$ cat src/include/epl_pkg.sv
// package for the external interrupt request pin logic
// assumes an AXI4-Lite master with 32-bit data drives the register slave
package epl_pkg;

    // ****************************************************************
    // register map
    // ****************************************************************
    localparam int unsigned EPL_ADDR_W = 4;
    localparam logic [EPL_ADDR_W-1:0] EPL_PIN_INT_SC_OFFSET = 4'h0;

    // ****************************************************************
    // field positions of pin_interrupt_status_control
    // ****************************************************************
    localparam int unsigned EPL_MODE_BIT = 0;
    localparam int unsigned EPL_IEN_BIT = 1;
    localparam int unsigned EPL_ACK_BIT = 2;
    localparam int unsigned EPL_FLAG_BIT = 3;
    localparam int unsigned EPL_PEN_BIT = 4;
    localparam int unsigned EPL_POL_BIT = 5;

    // ****************************************************************
    // reset values
    // ****************************************************************
    localparam logic EPL_MODE_RST = 1'b0;
    localparam logic EPL_IEN_RST = 1'b0;
    localparam logic EPL_PEN_RST = 1'b0;
    localparam logic EPL_POL_RST = 1'b0;
    localparam logic EPL_FLAG_RST = 1'b0;

    // ****************************************************************
    // AXI responses
    // ****************************************************************
    localparam logic [1:0] EPL_RESP_OKAY = 2'h0;
    localparam logic [1:0] EPL_RESP_SLVERR = 2'h2;

endpackage

$ cat src/hdl/epl_detect.sv
// edge and level detector for the interrupt request pin
// assumes the pin is asynchronous; it is synchronised here with two flip-flops
`timescale 1ns/10ps
`default_nettype none
module epl_detect
    import epl_pkg::*;
(
    // clock and reset
    input wire logic aclk,
    input wire logic aresetn,
    // pin and configuration
    input wire logic pin_in,
    input wire logic pin_function_enable,
    input wire logic edge_polarity_select,
    input wire logic edge_level_mode,
    // results
    output logic event_detect,
    output logic level_asserted
);

    typedef struct packed {
        logic sync1;
        logic sync2;
        logic prev;
    } epl_det_s;

    epl_det_s st_q;
    epl_det_s st_d;
    logic asserted_now;
    logic asserted_prev;

    always_comb
    begin
        st_d = st_q;
        st_d.sync1 = pin_in;
        st_d.sync2 = st_q.sync1;
        st_d.prev = st_q.sync2;
    end

    always_ff @(posedge aclk)
    begin
        if (!aresetn)
        begin
            st_q <= '0;
        end
        else
        begin
            st_q <= st_d;
        end
    end

    // polarity folds rising and falling into one "asserted" sense
    assign asserted_now = st_q.sync2 ~^ edge_polarity_select;
    assign asserted_prev = st_q.prev ~^ edge_polarity_select;

    // level events only in edge-and-level mode; nothing while disabled
    assign event_detect = pin_function_enable
        & ((asserted_now & ~asserted_prev) | (edge_level_mode & asserted_now));
    assign level_asserted = pin_function_enable & edge_level_mode & asserted_now;

endmodule
`default_nettype wire

$ cat src/hdl/epl_top.sv
// external interrupt request pin logic with its AXI4-Lite register slave
// assumes one write and one read at most in flight; pin is asynchronous
`timescale 1ns/10ps
`default_nettype none
// Contract
// bits 7 and 6 of the status and control register read zero and ignore writes.
// bit 4 is a read/write pin enable that gates all event detection.
// the pull resistor is on exactly while the pin enable is set.
// the resistor is a pulldown when enabled for rising edges, otherwise a pullup.
// bit 5 selects falling/low (0) or rising/high (1) as the asserted sense.
// bit 0 selects edge-only (0) or edge-and-level (1) detection.
// bit 3 is a read-only flag set when an event is detected.
// writing 1 to bit 2 clears the flag.
// writing 0 to bit 2 does nothing and bit 2 always reads zero.
// in edge-and-level mode the flag cannot be cleared while the pin stays asserted.
// the interrupt request is high while the flag and bit 1 enable are both set.
// the pin is synchronised with two flip-flops and edges come from consecutive samples.
// an event in the same cycle as an acknowledge leaves the flag set.
module epl_top
    import epl_pkg::*;
(
    // clock and reset
    input wire logic aclk,
    input wire logic aresetn,
    // write address channel
    input wire logic [EPL_ADDR_W-1:0] s_axi_awaddr,
    input wire logic [2:0] s_axi_awprot,
    input wire logic s_axi_awvalid,
    output logic s_axi_awready,
    // write data channel
    input wire logic [31:0] s_axi_wdata,
    input wire logic [3:0] s_axi_wstrb,
    input wire logic s_axi_wvalid,
    output logic s_axi_wready,
    // write response channel
    output logic [1:0] s_axi_bresp,
    output logic s_axi_bvalid,
    input wire logic s_axi_bready,
    // read address channel
    input wire logic [EPL_ADDR_W-1:0] s_axi_araddr,
    input wire logic [2:0] s_axi_arprot,
    input wire logic s_axi_arvalid,
    output logic s_axi_arready,
    // read data channel
    output logic [31:0] s_axi_rdata,
    output logic [1:0] s_axi_rresp,
    output logic s_axi_rvalid,
    input wire logic s_axi_rready,
    // pin side
    input wire logic pin_in,
    output logic pull_enable,
    output logic pull_down_select,
    // interrupt request
    output logic irq_request
);

    // ****************************************************************
    // state
    // ****************************************************************
    typedef struct packed {
        logic awready;
        logic wready;
        logic aw_held;
        logic w_held;
        logic [EPL_ADDR_W-1:0] awaddr;
        logic [7:0] wbyte;
        logic wbyte_en;
        logic bvalid;
        logic [1:0] bresp;
        logic arready;
        logic rvalid;
        logic [31:0] rdata;
        logic [1:0] rresp;
        logic mode;
        logic ien;
        logic pen;
        logic pol;
        logic flag;
        logic pull_en;
        logic pull_dn;
        logic irq;
    } epl_top_s;

    epl_top_s st_q;
    epl_top_s st_d;
    logic event_detect;
    logic level_asserted;

    function automatic logic hit(input logic [EPL_ADDR_W-1:0] addr);
        hit = (addr[EPL_ADDR_W-1:2] == EPL_PIN_INT_SC_OFFSET[EPL_ADDR_W-1:2]);
    endfunction

    // ****************************************************************
    // detector
    // ****************************************************************
    epl_detect u_detect (
        .aclk(aclk),
        .aresetn(aresetn),
        .pin_in(pin_in),
        .pin_function_enable(st_q.pen),
        .edge_polarity_select(st_q.pol),
        .edge_level_mode(st_q.mode),
        .event_detect(event_detect),
        .level_asserted(level_asserted)
    );

    // ****************************************************************
    // next state
    // ****************************************************************
    always_comb
    begin
        logic do_write;
        logic ack;
        do_write = 1'b0;
        ack = 1'b0;
        st_d = st_q;

        // capture address and data independently, in either order
        if (s_axi_awvalid && st_q.awready)
        begin
            st_d.awaddr = s_axi_awaddr;
            st_d.aw_held = 1'b1;
            st_d.awready = 1'b0;
        end
        if (s_axi_wvalid && st_q.wready)
        begin
            st_d.wbyte = s_axi_wdata[7:0];
            st_d.wbyte_en = s_axi_wstrb[0];
            st_d.w_held = 1'b1;
            st_d.wready = 1'b0;
        end

        // commit once both halves are held and no response is pending
        if (st_q.aw_held && st_q.w_held && !st_q.bvalid)
        begin
            st_d.aw_held = 1'b0;
            st_d.w_held = 1'b0;
            st_d.bvalid = 1'b1;
            if (hit(st_q.awaddr))
            begin
                st_d.bresp = EPL_RESP_OKAY;
                do_write = st_q.wbyte_en;
            end
            else
            begin
                st_d.bresp = EPL_RESP_SLVERR;
            end
        end
        if (st_q.bvalid && s_axi_bready)
        begin
            st_d.bvalid = 1'b0;
            st_d.awready = 1'b1;
            st_d.wready = 1'b1;
        end

        if (do_write)
        begin
            // bits 7:6 and the flag bit are not stored
            st_d.mode = st_q.wbyte[EPL_MODE_BIT];
            st_d.ien = st_q.wbyte[EPL_IEN_BIT];
            st_d.pen = st_q.wbyte[EPL_PEN_BIT];
            st_d.pol = st_q.wbyte[EPL_POL_BIT];
            ack = st_q.wbyte[EPL_ACK_BIT];
        end

        // set beats clear; a held level re-asserts the flag as well
        if (event_detect || level_asserted)
        begin
            st_d.flag = 1'b1;
        end
        else if (ack)
        begin
            st_d.flag = 1'b0;
        end

        // read channel
        if (s_axi_arvalid && st_q.arready)
        begin
            st_d.arready = 1'b0;
            st_d.rvalid = 1'b1;
            st_d.rdata = '0;
            if (hit(s_axi_araddr))
            begin
                st_d.rresp = EPL_RESP_OKAY;
                st_d.rdata[EPL_MODE_BIT] = st_q.mode;
                st_d.rdata[EPL_IEN_BIT] = st_q.ien;
                st_d.rdata[EPL_FLAG_BIT] = st_q.flag;
                st_d.rdata[EPL_PEN_BIT] = st_q.pen;
                st_d.rdata[EPL_POL_BIT] = st_q.pol;
                // acknowledge and bits 7:6 stay zero
                st_d.rdata[EPL_ACK_BIT] = 1'b0;
            end
            else
            begin
                st_d.rresp = EPL_RESP_SLVERR;
            end
        end
        if (st_q.rvalid && s_axi_rready)
        begin
            st_d.rvalid = 1'b0;
            st_d.arready = 1'b1;
        end

        // pin outputs follow the registered configuration one cycle later
        st_d.pull_en = st_q.pen;
        st_d.pull_dn = st_q.pen & st_q.pol;
        st_d.irq = st_q.flag & st_q.ien;
    end

    // ****************************************************************
    // registers
    // ****************************************************************
    always_ff @(posedge aclk)
    begin
        if (!aresetn)
        begin
            st_q <= '0;
            st_q.awready <= 1'b1;
            st_q.wready <= 1'b1;
            st_q.arready <= 1'b1;
            st_q.mode <= EPL_MODE_RST;
            st_q.ien <= EPL_IEN_RST;
            st_q.pen <= EPL_PEN_RST;
            st_q.pol <= EPL_POL_RST;
            st_q.flag <= EPL_FLAG_RST;
        end
        else
        begin
            st_q <= st_d;
        end
    end

    // ****************************************************************
    // outputs
    // ****************************************************************
    assign s_axi_awready = st_q.awready;
    assign s_axi_wready = st_q.wready;
    assign s_axi_bvalid = st_q.bvalid;
    assign s_axi_bresp = st_q.bresp;
    assign s_axi_arready = st_q.arready;
    assign s_axi_rvalid = st_q.rvalid;
    assign s_axi_rdata = st_q.rdata;
    assign s_axi_rresp = st_q.rresp;
    assign pull_enable = st_q.pull_en;
    assign pull_down_select = st_q.pull_dn;
    assign irq_request = st_q.irq;

endmodule
`default_nettype wire

$ cat config.mk
export PLATFORM = sky130hd
export DESIGN_NAME = epl_top
export DESIGN_NICKNAME = d
export VERILOG_FILES = /design/src/include/epl_pkg.sv /design/src/hdl/epl_detect.sv /design/src/hdl/epl_top.sv
export SDC_FILE = /design/constraint.sdc
export NUM_CORES = 1
export LEC_CHECK = 0
export ABC_AREA = 0
export BUFFER_PORTS_ARGS = -buffer_cell sky130_fd_sc_hd__buf_2
export CORE_ASPECT_RATIO = 2
export CORE_MARGIN = 2
export CORE_UTILIZATION = 35
export DETAILED_ROUTE_END_ITERATION = 7
export GPL_TIMING_DRIVEN = 0
export HOLD_SLACK_MARGIN = 0.12
export PLACE_DENSITY = 0.79
export SETUP_SLACK_MARGIN = 0.3
export SYNTH_ARGS = -nofsm -noshare
export SYNTH_HDL_FRONTEND = slang
export SYNTH_HIERARCHICAL = 1
export SYNTH_SLANG_ARGS = --single-unit
export TNS_END_PERCENT = 50
$ cat constraint.sdc
create_clock -name aclk -period 2.95 [get_ports aclk]
set_input_delay 0.7375 -clock aclk [delete_from_list [all_inputs] [get_ports aclk]]
set_output_delay 0.7375 -clock aclk [all_outputs]
set_load 0.1 [all_outputs]
==> reports/qor.yml <==
critPathTopFamily: "buffers and inverters"
grt_use_total_pct: 12.6
yosysSeqAreaShare_pct: 44.1
slowest_stage: "buf_2"
holdCritPathClass: "reg2reg"
synthesis.area_um2: 1500
outcome: "complete, no violations"
largest_reg_flops: 14
setup_viol: 0
syn_to_final_growth_pct: 29.7
placement.io_buffers: 31
peakVddDrop_mv: 0.349
yosysTopAreaCellShare_pct: 44.1
dp.cells: 277
coreArea_um2: 4090
ys_ff_latch: 33
root_buffer: "clkbuf_8"
hold_violations: 0
grt_pass1_vias: 1047
synth_area_leaders: "dfxtp_1 44%, buf_4 18%, nand2_1 5.3%"
die_w_um: 50.3
nFillCells: 416
critical_path_depth: 1
path_buf_inv: 1
drtIter0Drc: 18
multi_input_area_um2: 632
cts_buffers: 5
ys.flop_type: "dfxtp_1"
yosys-top-cells-count: "36 x buf_4, 33 x dfxtp_1, 21 x nand2_1"
ys_types: 29
numClockSinks: 33
die_h_um: 96.6
leakage_nw: 0.970
synth_edf_count: 0
gp_congestion: 0.763
viasPerCell: 4.24
start_util_pct: 36.7
yosys_warnings: 6
async_flop_share_pct: 0
fin_crit_ps: 1910
timing.hold.worst_path_depth: 1
cts_max_path_buffers: 2
htree_levels: 2
end_kind: "output port"
top_register: "st_q"
ioPinCount: 102
pwr_density_cell_nw_per_um2: 627
path_class: "reg2out"
ctsHoldBuffers: 0
rsz0062_at_grt: "false"
max_stage_delay_ps: 460
final-seq-area_um2: 661
final-max-slew-violation-count: 0
vias: 1207
insertion_delay_ps: 290
synth.most_common_cell: "buf_4"
drc_errors: 0
n_antenna_cell: 0
maxCapViolations: 0
cts_tree: "yes"
critPathArrivalTime_ps: 1170
layout-drive-gt1-share_pct: 33.9
nets: 290
path_cells: "buf_2"
grt_max_degree: 12
cp.required_ps: 2210
die_area_um2: 4850
finalClockSkew_ps: 6.28
syn_area_per_cell_um2: 9.03
yosysTopAreaCell: "dfxtp_1"
hpwl_um: 2270
grt-ovfl-total: 0
grt_pass1_wl_um: 4490
dr.pass1.iters: 4
setup_tns_ps: 0
timing.fmax_ghz: 0.523
rows: 33
reg2regPathDepth: 4
postCtsSetupBuffers: 0
drt-wirelength-per-cell_um: 10.1
cp-start-kind: "register"
synth_cells: 166
cts_resized: 0
stdcell_count: 285
crit_fanout: 6
antenna_found_initial: 0
clk_pin_slew_ps: 70
routed_wl_um: 2870
ant_nets: 0
finalCritPeriodShare_pct: 64.8
metrics by stage:
step / hold slack (ps) / area (um2) / util (%) / setup slack [ps] / total power [W]
after detailed placement: 435 / 1820 / 44.6 / 1230 / 0.000789
after CTS: 454 / 1940 / 47.6 / 1030 / 0.00123
after global placement: 429 / 1820 / 44.6 / 1230 / 0.000787
after global routing: 464 / 1940 / 47.6 / 986 / 0.00126
final: 446 / 1940 / 47.6 / 1040 / 0.00122
after floorplan: 412 / 1600 / - / 1180 / 0.000758
final cells by class:
type | count | area share (%)
well taps | 52 | 3.35
plain buffers | 42 | 15.4
multi-input cells | 116 | 32.5
repair buffers | 31 | 7.98
flip-flops and latches | 33 | 34.0
clock buffers | 6 | 4.25
inverters | 3 | 0.579
clock inverters | 2 | 1.93
cell families after synthesis:
group | after synthesis | synth area share, %
and+or+nand+nor | 56 | 18.9
buffers and inverters | 45 | 20.8
DFF | 33 | 44.1
AOI/OAI and AO/OA | 25 | 12.0
muxes | 5 | 3.34
xor gates and xnor gates | 1 | 0.584
other | 1 | 0.250
worst reg2reg max path: cells and delay by family (launching register included):
kind | cells | cell delay, ps
muxes | 1 | 200
and+or+nand+nor | 2 | 490
buffers and inverters | 1 | 130
DFF | 1 | 330
per-layer routing:
layer,up-vias,wire (um),share of wire [%],global-route usage (%)
li1,614,-,-,-
met2,50,1660,58,25.8
met5,-,0,0,0
met3,6,204,7.1,3.08
met4,0,84,2.9,8.33
met1,537,915,32,9.80
cell usage in the layout (no fill, tap or decap), types with 4 or more instances in the layout:
master / Yosys / layout
conb_1: 1 / 29
nand3_1: 10 / 10
clkbuf_8: 0 / 6
buf_2: 0 / 31
clkbuf_1: 5 / 5
buf_4: 36 / 36
a21boi_1: 9 / 9
nor2b_1: 6 / 6
mux2i_1: 5 / 5
a22oi_1: 5 / 5
dfxtp_1: 33 / 33
nor2_1: 5 / 5
and3_1: 4 / 4
nand2_1: 21 / 21
final timing paths:
path	startpoint	end	slack [ps]
hold reg to reg	u_detect/st_d[1]	u_detect/st_d[0]	450
hold / removal	u_detect/st_d[1]	u_detect/st_d[0]	450
setup reg to reg	s_axi_bvalid	st_q[6]	1740
setup / recovery	s_axi_awready	s_axi_awready	1040
where the power goes:
| part | total, W | switching (W) | internal [W] |
|---|---|---|---|
| logic | 0.000307 | 0.000247 | 0.0000597 |
| registers | 0.000473 | 0.0000105 | 0.000463 |
| clock network | 0.000440 | 0.000165 | 0.000274 |
| total | 0.00122 | 0.000423 | 0.000797 |
Power figures use the tool's default switching activity.
